==> src/core/ncrp_pkg.sv <==
// Constants, states and register map for the clock-reference packet receiver.
// Behaviour
// - Control 11 means clock reference plus payload with delay tables.
// - The pointer counts bytes before the section; zero means it follows directly.
// - Section opens with 64-bit private header then 8-bit forward count.
// - Forward count is entries minus one; zero means one entry.
// - Forward entry: 8-bit sat_ident, 8-bit hub id, 32-bit delay.
// - Delays are clock-reference counts; forward is hub to satellite.
// - Return delay is satellite down to the traffic gateway.
// - Then 8-bit return count, entries minus one, zero means one.
// - Return entry: 8-bit sat_ident, 8-bit gw_ident, 32-bit delay.
// - Then 8-bit descriptor byte length; receiver skips that many bytes.
// - Section ends with a 32-bit CRC over the whole section.
// - The terminal may use the delays for its own timing; optional.
package ncrp_pkg;

  localparam int          AXI_ADDR_W      = 8;
  localparam logic [7:0]  SYNC_BYTE       = 8'h47;
  localparam logic [7:0]  POS_HDR_FLAGS   = 8'h01;
  localparam logic [7:0]  POS_PID_LO      = 8'h02;
  localparam logic [7:0]  POS_AF_LEN      = 8'h04;
  localparam logic [7:0]  POS_AF_FLAGS    = 8'h05;
  localparam logic [7:0]  POS_PCR_LAST    = 8'h0b;
  localparam logic [7:0]  LAST_POS        = 8'hbb;
  localparam logic [7:0]  AF_LEN          = 8'h07;
  localparam logic [7:0]  AF_FLAGS        = 8'h10;
  localparam logic [1:0]  AFC_PCR_PAYLOAD = 2'h3;
  localparam logic [7:0]  SEC_HDR_BYTES   = 8'h08;
  localparam logic [7:0]  ENTRY_BYTES     = 8'h06;
  localparam logic [7:0]  CRC_BYTES       = 8'h04;
  localparam int          PCR_BASE_LSB    = 15;
  localparam int          PCR_EXT_W       = 9;
  localparam int          ENT_SEL_RET_BIT = 8;

  // Register byte offsets
  localparam logic [AXI_ADDR_W-1:0] REG_CTRL    = 8'h00;
  localparam logic [AXI_ADDR_W-1:0] REG_PID     = 8'h04;
  localparam logic [AXI_ADDR_W-1:0] REG_STATUS  = 8'h08;
  localparam logic [AXI_ADDR_W-1:0] REG_NCR_LO  = 8'h0c;
  localparam logic [AXI_ADDR_W-1:0] REG_NCR_HI  = 8'h10;
  localparam logic [AXI_ADDR_W-1:0] REG_TBLINFO = 8'h14;
  localparam logic [AXI_ADDR_W-1:0] REG_ENTSEL  = 8'h18;
  localparam logic [AXI_ADDR_W-1:0] REG_ENTID   = 8'h1c;
  localparam logic [AXI_ADDR_W-1:0] REG_ENTDLY  = 8'h20;
  localparam logic [AXI_ADDR_W-1:0] REG_CRC     = 8'h24;
  localparam logic [AXI_ADDR_W-1:0] REG_PKTCNT  = 8'h28;

  localparam logic        CTRL_RST   = 1'b0;
  localparam logic [12:0] PID_RST    = 13'h0000;
  localparam int          ST_SYNC    = 0;
  localparam int          ST_HDRERR  = 1;
  localparam int          ST_AFERR   = 2;
  localparam int          ST_OVF     = 3;
  localparam int          ST_TBL     = 4;
  localparam logic [1:0]  RESP_OKAY  = 2'h0;
  localparam logic [1:0]  RESP_SLV   = 2'h2;

  typedef enum logic [12:0] {
    PS_WAIT   = 13'h0001,
    PS_HDR    = 13'h0002,
    PS_ADAPT  = 13'h0004,
    PS_PTR    = 13'h0008,
    PS_SKIP   = 13'h0010,
    PS_SECHDR = 13'h0020,
    PS_FCNT   = 13'h0040,
    PS_FENT   = 13'h0080,
    PS_RCNT   = 13'h0100,
    PS_RENT   = 13'h0200,
    PS_DLEN   = 13'h0400,
    PS_DESC   = 13'h0800,
    PS_CRC    = 13'h1000
  } ncrp_state_e;

endpackage

==> src/core/ncrp_reg_if.sv <==
// Link between the packet parser and its register bank.
`timescale 1ns/100ps
`default_nettype none
interface ncrp_reg_if;
  logic        enable;
  logic [12:0] pidCfg;
  logic [8:0]  entSel;
  logic        evSync;
  logic        evHdr;
  logic        evAf;
  logic        evOvf;
  logic        evTbl;
  logic        evNcr;
  logic [32:0] ncrBase;
  logic [8:0]  ncrExt;
  logic [1:0]  tsc;
  logic [7:0]  fwdCnt;
  logic [7:0]  retCnt;
  logic [7:0]  descLen;
  logic [31:0] crcVal;
  logic [7:0]  entSat;
  logic [7:0]  entPeer;
  logic [31:0] entDly;

  modport regs (output enable, pidCfg, entSel,
                input  evSync, evHdr, evAf, evOvf, evTbl, evNcr, ncrBase, ncrExt, tsc,
                       fwdCnt, retCnt, descLen, crcVal, entSat, entPeer, entDly);
  modport core (input  enable, pidCfg, entSel,
                output evSync, evHdr, evAf, evOvf, evTbl, evNcr, ncrBase, ncrExt, tsc,
                       fwdCnt, retCnt, descLen, crcVal, entSat, entPeer, entDly);
endinterface
`default_nettype wire

==> src/core/ncrp_axil_regs.sv <==
// AXI4-Lite register bank of the clock-reference packet receiver.
`timescale 1ns/100ps
`default_nettype none
module ncrp_axil_regs
  import ncrp_pkg::*;
(
  input  wire logic                  clk,
  input  wire logic                  rstn,
  input  wire logic [AXI_ADDR_W-1:0] awaddr,
  input  wire logic                  awvalid,
  output logic                       awready,
  input  wire logic [31:0]           wdata,
  input  wire logic [3:0]            wstrb,
  input  wire logic                  wvalid,
  output logic                       wready,
  output logic [1:0]                 bresp,
  output logic                       bvalid,
  input  wire logic                  bready,
  input  wire logic [AXI_ADDR_W-1:0] araddr,
  input  wire logic                  arvalid,
  output logic                       arready,
  output logic [31:0]                rdata,
  output logic [1:0]                 rresp,
  output logic                       rvalid,
  input  wire logic                  rready,
  ncrp_reg_if.regs                   rb
);

  logic                  awready_q, awready_d, wready_q, wready_d, awHave_q, awHave_d, wHave_q, wHave_d;
  logic                  bvalid_q, bvalid_d, arready_q, arready_d, rvalid_q, rvalid_d;
  logic [1:0]            bresp_q, bresp_d, rresp_q, rresp_d;
  logic [AXI_ADDR_W-1:0] awAddr_q, awAddr_d;
  logic [31:0]           wData_q, wData_d, rdata_q, rdata_d, pktCnt_q, pktCnt_d;
  logic [3:0]            wStrb_q, wStrb_d;
  logic                  ctrl_q, ctrl_d;
  logic [12:0]           pid_q, pid_d;
  logic [8:0]            sel_q, sel_d;
  logic [4:0]            status_q, status_d, statusSet, statusClr;
  logic [33:0]           wrLook;
  logic [31:0]           wrWord;

  function automatic logic [31:0] applyStrb(input logic [31:0] old, input logic [31:0] nw, input logic [3:0] st);
    logic [31:0] r;
    r = old;
    for (int i = 0; i < 4; i++) begin
      if (st[i]) r[i*8 +: 8] = nw[i*8 +: 8];
    end
    return r;
  endfunction

  function automatic logic [33:0] readReg(input logic [AXI_ADDR_W-1:0] a);
    logic [31:0] v;
    logic [1:0]  e;
    v = 32'h0000_0000;
    e = RESP_OKAY;
    if (a == REG_CTRL) v = {31'h0000_0000, ctrl_q};
    else if (a == REG_PID) v = {19'h0_0000, pid_q};
    else if (a == REG_STATUS) v = {27'h000_0000, status_q};
    else if (a == REG_NCR_LO) v = rb.ncrBase[31:0];
    else if (a == REG_NCR_HI) v = {7'h00, rb.ncrExt, 15'h0000, rb.ncrBase[32]};
    else if (a == REG_TBLINFO) v = {6'h00, rb.tsc, rb.descLen, rb.retCnt, rb.fwdCnt};
    else if (a == REG_ENTSEL) v = {23'h00_0000, sel_q};
    else if (a == REG_ENTID) v = {16'h0000, rb.entPeer, rb.entSat};
    else if (a == REG_ENTDLY) v = rb.entDly;
    else if (a == REG_CRC) v = rb.crcVal;
    else if (a == REG_PKTCNT) v = pktCnt_q;
    else e = RESP_SLV;
    return {e, v};
  endfunction

  always_comb begin
    awready_d = awready_q; wready_d = wready_q; awHave_d = awHave_q; wHave_d = wHave_q;
    awAddr_d = awAddr_q; wData_d = wData_q; wStrb_d = wStrb_q;
    bvalid_d = bvalid_q; bresp_d = bresp_q; arready_d = arready_q; rvalid_d = rvalid_q;
    rdata_d = rdata_q; rresp_d = rresp_q;
    ctrl_d = ctrl_q; pid_d = pid_q; sel_d = sel_q;
    statusClr = 5'h00;
    statusSet = {rb.evTbl, rb.evOvf, rb.evAf, rb.evHdr, rb.evSync};
    pktCnt_d = rb.evNcr ? pktCnt_q + 32'h0000_0001 : pktCnt_q;
    wrLook = readReg(awAddr_q);
    wrWord = applyStrb(wrLook[31:0], wData_q, wStrb_q);
    if (awvalid && awready_q) begin
      awHave_d = 1'b1; awAddr_d = awaddr; awready_d = 1'b0;
    end
    if (wvalid && wready_q) begin
      wHave_d = 1'b1; wData_d = wdata; wStrb_d = wstrb; wready_d = 1'b0;
    end
    if (awHave_q && wHave_q && !bvalid_q) begin
      bvalid_d = 1'b1;
      bresp_d  = RESP_OKAY;
      if (awAddr_q == REG_CTRL) ctrl_d = wrWord[0];
      else if (awAddr_q == REG_PID) pid_d = wrWord[12:0];
      else if (awAddr_q == REG_STATUS) statusClr = wData_q[4:0] & {5{wStrb_q[0]}};
      else if (awAddr_q == REG_ENTSEL) sel_d = wrWord[8:0];
      else if (wrLook[33:32] != RESP_OKAY) bresp_d = RESP_SLV;
    end
    if (bvalid_q && bready) begin
      bvalid_d = 1'b0; awHave_d = 1'b0; wHave_d = 1'b0; awready_d = 1'b1; wready_d = 1'b1;
    end
    if (arvalid && arready_q) begin
      {rresp_d, rdata_d} = readReg(araddr);
      rvalid_d  = 1'b1;
      arready_d = 1'b0;
    end
    if (rvalid_q && rready) begin
      rvalid_d = 1'b0; arready_d = 1'b1;
    end
    // Event in the clearing cycle survives
    status_d = (status_q & ~statusClr) | statusSet;
  end

  always_ff @(posedge clk or negedge rstn) begin
    if (!rstn) begin
      awready_q <= 1'b1; wready_q <= 1'b1; awHave_q <= 1'b0; wHave_q <= 1'b0;
      awAddr_q <= '0; wData_q <= 32'h0000_0000; wStrb_q <= 4'h0;
      bvalid_q <= 1'b0; bresp_q <= RESP_OKAY; arready_q <= 1'b1; rvalid_q <= 1'b0;
      rdata_q <= 32'h0000_0000; rresp_q <= RESP_OKAY;
      ctrl_q <= CTRL_RST; pid_q <= PID_RST; sel_q <= 9'h000; status_q <= 5'h00;
      pktCnt_q <= 32'h0000_0000;
    end else begin
      awready_q <= awready_d; wready_q <= wready_d; awHave_q <= awHave_d; wHave_q <= wHave_d;
      awAddr_q <= awAddr_d; wData_q <= wData_d; wStrb_q <= wStrb_d;
      bvalid_q <= bvalid_d; bresp_q <= bresp_d; arready_q <= arready_d; rvalid_q <= rvalid_d;
      rdata_q <= rdata_d; rresp_q <= rresp_d;
      ctrl_q <= ctrl_d; pid_q <= pid_d; sel_q <= sel_d; status_q <= status_d;
      pktCnt_q <= pktCnt_d;
    end
  end

  assign awready    = awready_q;
  assign wready     = wready_q;
  assign bvalid     = bvalid_q;
  assign bresp      = bresp_q;
  assign arready    = arready_q;
  assign rvalid     = rvalid_q;
  assign rdata      = rdata_q;
  assign rresp      = rresp_q;
  assign rb.enable  = ctrl_q;
  assign rb.pidCfg  = pid_q;
  assign rb.entSel  = sel_q;

endmodule // ncrp_axil_regs
`default_nettype wire

==> src/core/ncrp_ts_receiver.sv <==
// Terminal-side receiver of the clock-reference transport packet and its delay tables.
`timescale 1ns/100ps
`default_nettype none
module ncrp_ts_receiver
  import ncrp_pkg::*;
#(
  parameter int MAX_ENT = 32
) (
  input  wire logic                  clk,
  input  wire logic                  rstn,
  input  wire logic [7:0]            tsData,
  input  wire logic                  tsValid,
  input  wire logic                  tsStart,
  output logic                       ncrUpdate,
  input  wire logic [AXI_ADDR_W-1:0] s_axi_awaddr,
  input  wire logic                  s_axi_awvalid,
  output logic                       s_axi_awready,
  input  wire logic [31:0]           s_axi_wdata,
  input  wire logic [3:0]            s_axi_wstrb,
  input  wire logic                  s_axi_wvalid,
  output logic                       s_axi_wready,
  output logic [1:0]                 s_axi_bresp,
  output logic                       s_axi_bvalid,
  input  wire logic                  s_axi_bready,
  input  wire logic [AXI_ADDR_W-1:0] s_axi_araddr,
  input  wire logic                  s_axi_arvalid,
  output logic                       s_axi_arready,
  output logic [31:0]                s_axi_rdata,
  output logic [1:0]                 s_axi_rresp,
  output logic                       s_axi_rvalid,
  input  wire logic                  s_axi_rready
);

  localparam int IDX_W = (MAX_ENT > 1) ? $clog2(MAX_ENT) : 1;

  ncrp_reg_if bus ();

  ncrp_axil_regs u_regs (
    .clk     (clk),
    .rstn    (rstn),
    .awaddr  (s_axi_awaddr),
    .awvalid (s_axi_awvalid),
    .awready (s_axi_awready),
    .wdata   (s_axi_wdata),
    .wstrb   (s_axi_wstrb),
    .wvalid  (s_axi_wvalid),
    .wready  (s_axi_wready),
    .bresp   (s_axi_bresp),
    .bvalid  (s_axi_bvalid),
    .bready  (s_axi_bready),
    .araddr  (s_axi_araddr),
    .arvalid (s_axi_arvalid),
    .arready (s_axi_arready),
    .rdata   (s_axi_rdata),
    .rresp   (s_axi_rresp),
    .rvalid  (s_axi_rvalid),
    .rready  (s_axi_rready),
    .rb      (bus.regs)
  );

  ncrp_state_e  st_q, st_d;
  logic [7:0]   pos_q, pos_d, cnt_q, cnt_d, loop_q, loop_d, idx_q, idx_d;
  logic [4:0]   pidHi_q, pidHi_d;
  logic         pusi_q, pusi_d;
  logic [1:0]   afc_q, afc_d, tsc_q, tsc_d;
  logic [39:0]  sh_q, sh_d;
  logic [32:0]  ncrBase_q, ncrBase_d;
  logic [8:0]   ncrExt_q, ncrExt_d;
  logic [7:0]   fwdCnt_q, fwdCnt_d, retCnt_q, retCnt_d, descLen_q, descLen_d;
  logic [31:0]  crc_q, crc_d;
  logic         evSync_q, evSync_d, evHdr_q, evHdr_d, evAf_q, evAf_d;
  logic         evOvf_q, evOvf_d, evTbl_q, evTbl_d, evNcr_q, evNcr_d;
  logic         memWe, memRet;
  logic [47:0]  memData, pcrWord;
  logic [47:0]  fwdMem [MAX_ENT];
  logic [47:0]  retMem [MAX_ENT];
  logic [47:0]  entRd;
  logic         inSection;

  assign pcrWord   = {sh_q, tsData};
  assign memData   = {sh_q, tsData};
  assign inSection = st_q inside {PS_PTR, PS_SKIP, PS_SECHDR, PS_FCNT, PS_FENT, PS_RCNT, PS_RENT,
                                  PS_DLEN, PS_DESC, PS_CRC};

  always_comb begin
    st_d = st_q; pos_d = pos_q; cnt_d = cnt_q; loop_d = loop_q; idx_d = idx_q;
    pidHi_d = pidHi_q; pusi_d = pusi_q; afc_d = afc_q; tsc_d = tsc_q; sh_d = sh_q;
    ncrBase_d = ncrBase_q; ncrExt_d = ncrExt_q; fwdCnt_d = fwdCnt_q; retCnt_d = retCnt_q;
    descLen_d = descLen_q; crc_d = crc_q;
    evSync_d = 1'b0; evHdr_d = 1'b0; evAf_d = 1'b0; evOvf_d = 1'b0; evTbl_d = 1'b0; evNcr_d = 1'b0;
    memWe = 1'b0; memRet = 1'b0;
    if (tsValid) begin
      pos_d = pos_q + 8'h01;
      sh_d  = {sh_q[31:0], tsData};
      cnt_d = cnt_q - 8'h01;
      if (tsStart) begin
        // Any start byte resynchronises, even mid-section
        pos_d = POS_HDR_FLAGS;
        st_d  = (tsData == SYNC_BYTE && bus.enable) ? PS_HDR : PS_WAIT;
        evSync_d = (tsData != SYNC_BYTE);
      end else begin
        case (st_q)
          PS_WAIT: begin
            pos_d = pos_q;
          end
          PS_HDR: begin
            if (pos_q == POS_HDR_FLAGS) begin
              pusi_d  = tsData[6];
              pidHi_d = tsData[4:0];
              if (tsData[7] || tsData[5]) begin
                evHdr_d = 1'b1;
                st_d    = PS_WAIT;
              end
            end else if (pos_q == POS_PID_LO) begin
              if ({pidHi_q, tsData} != bus.pidCfg) st_d = PS_WAIT;
            end else begin
              tsc_d = tsData[7:6];
              afc_d = tsData[5:4];
              if (!tsData[5]) begin
                evAf_d = 1'b1;
                st_d   = PS_WAIT;
              end else begin
                st_d = PS_ADAPT;
              end
            end
          end
          PS_ADAPT: begin
            if (pos_q == POS_AF_LEN && tsData != AF_LEN) begin
              evAf_d = 1'b1;
              st_d   = PS_WAIT;
            end else if (pos_q == POS_AF_FLAGS && tsData != AF_FLAGS) begin
              evAf_d = 1'b1;
              st_d   = PS_WAIT;
            end else if (pos_q == POS_PCR_LAST) begin
              // Reserved bits between base and extension are not checked
              ncrBase_d = pcrWord[47:PCR_BASE_LSB];
              ncrExt_d  = pcrWord[PCR_EXT_W-1:0];
              evNcr_d   = 1'b1;
              // Payload without a section start carries no table for us
              st_d = (afc_q == AFC_PCR_PAYLOAD && pusi_q) ? PS_PTR : PS_WAIT;
            end
          end
          PS_PTR: begin
            cnt_d = (tsData == 8'h00) ? SEC_HDR_BYTES : tsData;
            st_d  = (tsData == 8'h00) ? PS_SECHDR : PS_SKIP;
          end
          PS_SKIP: begin
            if (cnt_q == 8'h01) begin
              cnt_d = SEC_HDR_BYTES;
              st_d  = PS_SECHDR;
            end
          end
          PS_SECHDR: begin
            if (cnt_q == 8'h01) st_d = PS_FCNT;
          end
          PS_FCNT, PS_RCNT: begin
            if (st_q == PS_FCNT) fwdCnt_d = tsData;
            else retCnt_d = tsData;
            loop_d = tsData;
            idx_d  = 8'h00;
            cnt_d  = ENTRY_BYTES;
            st_d   = (st_q == PS_FCNT) ? PS_FENT : PS_RENT;
          end
          PS_FENT, PS_RENT: begin
            if (cnt_q == 8'h01) begin
              // Entries beyond storage are parsed but dropped
              memWe  = (idx_q < 8'(MAX_ENT));
              memRet = (st_q == PS_RENT);
              idx_d  = idx_q + 8'h01;
              cnt_d  = ENTRY_BYTES;
              loop_d = loop_q - 8'h01;
              if (loop_q == 8'h00) st_d = (st_q == PS_FENT) ? PS_RCNT : PS_DLEN;
            end
          end
          PS_DLEN: begin
            descLen_d = tsData;
            cnt_d = (tsData == 8'h00) ? CRC_BYTES : tsData;
            st_d  = (tsData == 8'h00) ? PS_CRC : PS_DESC;
          end
          PS_DESC: begin
            if (cnt_q == 8'h01) begin
              cnt_d = CRC_BYTES;
              st_d  = PS_CRC;
            end
          end
          PS_CRC: begin
            if (cnt_q == 8'h01) begin
              crc_d   = pcrWord[31:0];
              evTbl_d = 1'b1;
              st_d    = PS_WAIT;
            end
          end
          default: st_d = PS_WAIT;
        endcase
        // A section still open at the last packet byte is broken
        if (inSection && pos_q == LAST_POS && !(st_q == PS_CRC && cnt_q == 8'h01)) begin
          evOvf_d = 1'b1;
          st_d    = PS_WAIT;
        end
      end
    end
  end

  always_ff @(posedge clk or negedge rstn) begin
    if (!rstn) begin
      st_q <= PS_WAIT; pos_q <= 8'h00; cnt_q <= 8'h00; loop_q <= 8'h00; idx_q <= 8'h00;
      pidHi_q <= 5'h00; pusi_q <= 1'b0; afc_q <= 2'h0; tsc_q <= 2'h0; sh_q <= 40'h00_0000_0000;
      ncrBase_q <= 33'h0_0000_0000; ncrExt_q <= 9'h000; fwdCnt_q <= 8'h00; retCnt_q <= 8'h00;
      descLen_q <= 8'h00; crc_q <= 32'h0000_0000;
      evSync_q <= 1'b0; evHdr_q <= 1'b0; evAf_q <= 1'b0; evOvf_q <= 1'b0; evTbl_q <= 1'b0; evNcr_q <= 1'b0;
    end else begin
      st_q <= st_d; pos_q <= pos_d; cnt_q <= cnt_d; loop_q <= loop_d; idx_q <= idx_d;
      pidHi_q <= pidHi_d; pusi_q <= pusi_d; afc_q <= afc_d; tsc_q <= tsc_d; sh_q <= sh_d;
      ncrBase_q <= ncrBase_d; ncrExt_q <= ncrExt_d; fwdCnt_q <= fwdCnt_d; retCnt_q <= retCnt_d;
      descLen_q <= descLen_d; crc_q <= crc_d;
      evSync_q <= evSync_d; evHdr_q <= evHdr_d; evAf_q <= evAf_d; evOvf_q <= evOvf_d;
      evTbl_q <= evTbl_d; evNcr_q <= evNcr_d;
    end
  end

  // Table memory has no reset; entries are valid once a table event is seen
  always_ff @(posedge clk) begin
    if (memWe && !memRet) fwdMem[idx_q[IDX_W-1:0]] <= memData;
    if (memWe && memRet) retMem[idx_q[IDX_W-1:0]] <= memData;
  end

  assign entRd = bus.entSel[ENT_SEL_RET_BIT] ? retMem[bus.entSel[IDX_W-1:0]] : fwdMem[bus.entSel[IDX_W-1:0]];

  assign bus.evSync  = evSync_q;
  assign bus.evHdr   = evHdr_q;
  assign bus.evAf    = evAf_q;
  assign bus.evOvf   = evOvf_q;
  assign bus.evTbl   = evTbl_q;
  assign bus.evNcr   = evNcr_q;
  assign bus.ncrBase = ncrBase_q;
  assign bus.ncrExt  = ncrExt_q;
  assign bus.tsc     = tsc_q;
  assign bus.fwdCnt  = fwdCnt_q;
  assign bus.retCnt  = retCnt_q;
  assign bus.descLen = descLen_q;
  assign bus.crcVal  = crc_q;
  assign bus.entSat  = entRd[47:40];
  assign bus.entPeer = entRd[39:32];
  assign bus.entDly  = entRd[31:0];
  assign ncrUpdate   = evNcr_q;

endmodule // ncrp_ts_receiver
`default_nettype wire

==> config.mk <==
export PLATFORM = sky130hd
export DESIGN_NAME = ncrp_ts_receiver
export DESIGN_NICKNAME = d
export VERILOG_FILES = /design/src/core/ncrp_pkg.sv /design/src/core/ncrp_reg_if.sv /design/src/core/ncrp_axil_regs.sv /design/src/core/ncrp_ts_receiver.sv
export SDC_FILE = /design/constraint.sdc
export NUM_CORES = 2
export LEC_CHECK = 0
export BUFFER_PORTS_ARGS = -buffer_cell sky130_fd_sc_hd__buf_2
export CORE_AREA = 5 5 498 500
export DETAILED_ROUTE_END_ITERATION = 6
export DIE_AREA = 0 0 503 505
export PLACE_DENSITY_LB_ADDON = 0.15
export SLEW_MARGIN = 40
export SYNTH_ARGS = -nofsm -noshare
export SYNTH_HDL_FRONTEND = slang
export SYNTH_SLANG_ARGS = --single-unit
==> constraint.sdc <==
create_clock -name clk -period 5.5 [get_ports clk]
set_input_delay 0.275 -clock clk [delete_from_list [all_inputs] [get_ports clk]]
set_output_delay 0.275 -clock clk [all_outputs]
set_load 0.005 [all_outputs]
======== After elaboration in Yosys (flattened, before gate mapping) ========
Memories as Yosys holds them, arrays and structs flattened.
Index checks and enable logic that the tools add are counted.
operators by class
  order comparisons ....................... 1
  muxes and demuxes ....................... 140
  reductions and logical operators ........ 47
  $add $sub $neg .......................... 5
  bitwise operators ....................... 13
  eq/ne operators ......................... 59
operator list
  kind                     count
  $mux W32                 11
  $mux W13                 21
  $pmux W13 S11            1
  $mux W8                  11
  $eq A8 B5 Y1 const B     8
  $mux W2                  28
  $mux W1                  53
  $eq A8 B6 Y1 const B     6
  $mux W48                 1
  $pmux W8 S6              1
  $eq A8 B4 Y1 const B     5
  $add A32 B1 Y32 const B  1
  $eq A8 B3 Y1 const B     4
  $logic_not A8 Y1         4
  $pmux W8 S2              2
  $mux W5                  5
  $reduce_and A4 Y1        6
  $add A8 B1 Y8 const B    2
  $eq A8 B1 Y1 const B     2
  $logic_and A1 B1 Y1      16
  $ne A4 B2 Y1 const B     4
  $sub A8 B1 Y8 const B    2
  $eq A13 B1 Y1 const B    1
  $eq A13 B10 Y1 const B   1
  46 further kinds         69
storage, ports and cells
  memory bits (writable) .................. 3072
  memories ................................ 2
  register bits ........................... 325
  logic and storage cells ................. 308
memory list
  name    words  bits a word  read ports  clocked after Yosys merged registers in  write ports  RTL line                RTL
  fwdMem  32     48           1           0                                        1            ncrp_ts_receiver.sv:75  logic [47:0] fwdMem [MAX_ENT];
  retMem  32     48           1           0                                        1            ncrp_ts_receiver.sv:76  logic [47:0] retMem [MAX_ENT];

======== Logic depth before layout (Yosys ltp) ========
  depth in word-level cells ............... 18
  depth in mapped cells ................... 14

======== Hierarchy ========
A second synthesis with hierarchy kept.
unflattened totals
  cell total of the unflattened synthesis .. 5984
  area, all modules ....................... 133000.1 µm²
by module, submodules not included
  module            times used  area an instance (µm²)  cells an instance
  ncrp_ts_receiver  1           125705.6                5198
  ncrp_axil_regs    1           7294.5                  786

======== Least setup slack after synthesis ========
No wires, ideal clock.
  kind .................................... register to register
  from .................................... register cnt_q[4]
  to ...................................... memory fwdMem[27][0] (enable)
  arrival time ............................ 4.359 ns
  data required time ...................... 5.046 ns
  path slack .............................. 0.687 ns
  library setup time ...................... 0.454 ns
  cell stages (with the launch flop) ...... 9
  buffers on the path ..................... 1
  cell sequence ........................... dfrtp_1 or4_1 buf_2 nor4b_4 nand2_2 or3_4 nor2_8 nand2_4 nor2_1
on the way
  longest elaborated chain between the ends .. 9
  elaborated cells on any way between the ends .. 13
  classes of those cells .................. eq/ne: 1; mux: 10; reduce/logical: 2
ends and longest elaborated chain
  element                            RTL line                 RTL
  start: declaration                 ncrp_ts_receiver.sv:62   logic [7:0] pos_q, pos_d, cnt_q, cnt_d, loop_q, loop_d, idx_q, idx_d;
  start signal: assignment           ncrp_ts_receiver.sv:212  st_q <= st_d; pos_q <= pos_d; cnt_q <= cnt_d; loop_q <= loop_d; idx_q <= idx_d;
  $eq A8 B1 Y1 (*)                   ncrp_ts_receiver.sv:165  if (cnt_q == 8'h01) begin
  $mux W1                            ncrp_ts_receiver.sv:165
  $mux W1                            ncrp_ts_receiver.sv:102  case (st_q)
  $mux W1                            ncrp_ts_receiver.sv:96   if (tsStart) begin
  $mux W1                            ncrp_ts_receiver.sv:92   if (tsValid) begin
  $logic_not A1 Y1                   ncrp_ts_receiver.sv:223  if (memWe && !memRet) fwdMem[idx_q[IDX_W-1:0]] <= memData;
  $logic_and A1 B1 Y1 (*)            ncrp_ts_receiver.sv:223
  $mux W1 (*)                        ncrp_ts_receiver.sv:223
  $mux W1 (implied by the code) (*)  ncrp_ts_receiver.sv:223
  end: declaration                   ncrp_ts_receiver.sv:75
Mark *: on every way between the ends. The rest lies on a longest branch, timed or not.

======== Worst setup path after layout ========
  from .................................... register cnt_q[4]
  to ...................................... memory fwdMem[14][4] (enable)
The elaborated chain is that of the path after synthesis.

==> flow_metrics.env <==
export IMPL_critPathKind="reg2reg"
export IMPL_gr_usage_met1_pct=44.6
export IMPL_setup_viol=0
export IMPL_synth_cells=6487
export IMPL_fillers=16500
export IMPL_core_rowCount=181
export IMPL_die_w_um=503
export IMPL_yosysTopAreaCellShare_pct=69.3
export IMPL_coreArea_um2=243000
export IMPL_crit_arrival_ps=5060
export IMPL_grt_setup_unrepaired="false"
export IMPL_cts_setup_buffers=0
export IMPL_fmax_ghz=0.223
export IMPL_crit_chain="or4_1 -> nor4b_4 -> nand2_2 -> or3_4 -> nor2_8 -> nand2_4 -> nor2_4 -> buf_4"
export IMPL_path_buf_inv=1
export IMPL_hold_viol=0
export IMPL_hold_path_class="in2reg"
export IMPL_grt_use_met3_pct=7.17
export IMPL_post_route_min_period_ps=4490
export IMPL_slew_viol_final=0
export IMPL_crit_required_ps=6070
export IMPL_num_vias=71500
export IMPL_power_leakage_nw=48.7
export IMPL_ys_ff_latch=3395
export IMPL_layout_drive_gt1_share_pct=29.1
export IMPL_netlist_area_um2=133000
export IMPL_max_slew_worst_pin_slew_ps=990
export IMPL_grt_first_pass_wirelength_um=556000
export IMPL_ctsResizeCount=0
export IMPL_start_util_pct=54.9
export IMPL_clock_sinks=3395
export IMPL_grt_overflow_total=0
export IMPL_port_buffers=87
export IMPL_instances_no_fill=10400
export IMPL_slew_limit_headroom_pct=33.4
export IMPL_critPathMaxStageDelay_ps=720
export IMPL_area_delta_synth_final_pct=14.1
export IMPL_ys_types=93
export IMPL_dieArea_um2=254000
export IMPL_endpoint_kind="register"
export IMPL_tritoncts="built"
export IMPL_skew_ps=75.9
export IMPL_pwr_density_cell_nw_per_um2=386
export IMPL_finalCritPeriodShare_pct=81.5
export IMPL_via_per_inst=6.87
export IMPL_track_usage_pct=31.5
export IMPL_synth_top_area_cell="edfxtp_1"
export IMPL_worstPathMaxFanout=14
export IMPL_ys_seq_area_share_pct=75.4
export IMPL_post_dp_hpwl_um=229000
export IMPL_met2_usage_pct=47.7
export IMPL_setup_tns_ps=0
export IMPL_drc=0
export IMPL_synth_area_per_cell_um2=20.5
export IMPL_first_global_vias=70000
export IMPL_fp_dieH_um=505
export IMPL_pin_count=111
export IMPL_crit_family="simple AND/OR/NAND/NOR gates"
export IMPL_wl_per_cell_um=38.4
export IMPL_synth_edf_count=3072
export IMPL_hold_buffers=47
export IMPL_synth_area_top_cells="edfxtp_1 69%, mux4_2 13%, dfrtp_1 6.0%"
export IMPL_antenna_found_initial=20
export IMPL_drtIter0Drc=11400
export IMPL_grt_start_max_net_pins=133
export IMPL_ys_flop_type="edfxtp_1"
export IMPL_peakVddDrop_v=0.000292
export IMPL_yosysWarnings=0
export IMPL_insertion_delay_ps=970
export IMPL_clk_pin_slew_ps=60
export IMPL_drt_total_wl_um=400000
export IMPL_cts_made_buffers=356
export IMPL_place_gp_congestion=0.892
export IMPL_start_kind="register"
export IMPL_slowest_stage="nor2_4"
export IMPL_dp_cells=9723
export IMPL_async_flop_share_pct=9.51
export IMPL_busiest_layer="met2"
export IMPL_status="complete, no violations"
export IMPL_ant_nets=0
export IMPL_dr_pass1_iters=5
export IMPL_final_net_count=7013
export IMPL_cap_violations=0
export IMPL_htreeDepth=5
export IMPL_cts_buffer_depth=4
export IMPL_cts_root_buf="clkbuf_16"
cell families (layout without fill, tap and decap cells):
family                   after synthesis  after routing  share of synthesized area [%]
AO/OA/AOI/OAI                        690            690                           3.55
XOR/XNOR                              57             57                          0.375
adder cells (fa/ha/maj)               13             13                          0.122
buffers and inverters                405           1118                           1.52
flip-flops                          3395           3395                           75.4
multiplexers                        1121           1121                           16.0
other                                  1             12                        0.00282
AND/OR/NAND/NOR                      805            805                           3.04
synth_stat cells, types with 14 or more instances:
cell type     n
o211ai_1     21
nor4_1       25
nand3_1      63
o221ai_1     14
a211oi_1     21
o22ai_1      34
clkbuf_1    184
a22oi_1     143
xor2_1       28
a21oi_1     134
mux4_2      781
mux2i_1     117
nand2_1     243
buf_4        52
xnor2_1      29
nand2b_1     27
inv_1        33
nor2b_1      38
a31oi_1      31
and3_1       22
nor3_1       67
dfrtp_1     319
nand4_1      45
edfxtp_1   3072
nor2_1      180
a221oi_1     40
o21ai_0     112
mux2_2      216
a22o_1       30
buf_2        75
a21o_1       15
buf_6        27
buf_1        32
path summary, 6_finish.rpt:
path	start	end	slack, ps	cells past startpoint
worst min-delay path	tsData[5]	bus.evAf	60	3
worst max register to register	cnt_q[4]	fwdMem[14][4]	1010	8
worst max-delay path	cnt_q[4]	fwdMem[14][4]	1010	8
worst min register to register	bus.evHdr	u_regs.status_q[1]	430	1
max in group asynchronous	rstn	sh_q[3]	4160	4
min in group asynchronous	rstn	st_q[0]	480	3
flip-flops by register name, summed over array words and instances, names as in the netlist, 9 cells and up:
signal / flops
bus.crcVal: 32
bus.ncrBase: 33
bus.ncrExt: 9
fwdMem: 1536
retMem: 1536
sh_q: 40
st_q: 13
u_regs.pktCnt_q: 32
u_regs.rb.entSel: 9
u_regs.rb.pidCfg: 13
u_regs.rdata: 32
u_regs.wData_q: 13
layer usage:
layer	part of all wire [%]	wire, µm	up-vias
li1	-	-	27900
met1	37	149000	38100
met2	46	184000	4662
met3	11	45800	901
met4	5.3	21300	8
met5	0.013	51	-
worst min-delay path, cell delays in order:
cell,delay [ps]
buf_2,310
o32a_1,270
nor2_1,90
layout make-up:
type | instances | area, µm² | area share, %
Sequential cell | 3395 | 100000 | 66.2
Multi-Input combinational cell | 2688 | 31400 | 20.7
Clock buffer | 444 | 9500 | 6.26
Timing Repair Buffer | 456 | 4440 | 2.93
Tap cell | 3202 | 4010 | 2.64
Clock inverter | 184 | 1820 | 1.20
Inverter | 34 | 133 | 0.0874
Antenna cell | 10 | 25.0 | 0.0165
cells in the final DEF, fill, tap and decap left out, types with 26 or more instances in the layout:
master         count
mux2i_1          117
buf_12            75
dfrtp_2           26
o22ai_1           34
clkbuf_16        362
clkbuf_1          69
nor2_1           110
clkinv_2          62
mux4_2           781
a31oi_1           31
buf_4            231
inv_1             32
nor3_1            60
dfrtp_1          272
o21ai_0          111
clkinv_1          65
a22oi_1          143
a22o_1            30
edfxtp_1        3072
dlygate4sd3_1     46
xnor2_1           29
buf_2             85
nand2_1          242
mux2_2           216
a221oi_1          40
bufinv_16         35
xor2_1            28
nand4_1           45
a21oi_1          134
nor2_4            68
nor2b_1           28
nand3_1           63
where the power goes:
group	total, W	switching, W	leakage, nW	internal, W
Combinational	0.00493	0.00313	11.3	0.00180
Clock	0.0236	0.00974	5.55	0.0138
Sequential	0.0301	0.000766	31.9	0.0293
metrics by stage:
stage / hold slack [ps] / area [µm²] / util [%] / total power [W] / setup slack, ps
after global placement: 412 / 140000 / 57.5 / 0.0353 / 1170
after detailed placement: 271 / 140000 / 57.7 / 0.0355 / 1140
after CTS: 0.945 / 152000 / 62.5 / 0.0588 / 1050
after global routing: 15.6 / 152000 / 62.6 / 0.0602 / 934
final: 59.2 / 152000 / 62.6 / 0.0586 / 1010
after floorplan: -20.6 / 133000 / - / 0.0332 / 687
(Power assumes the default switching activity.)
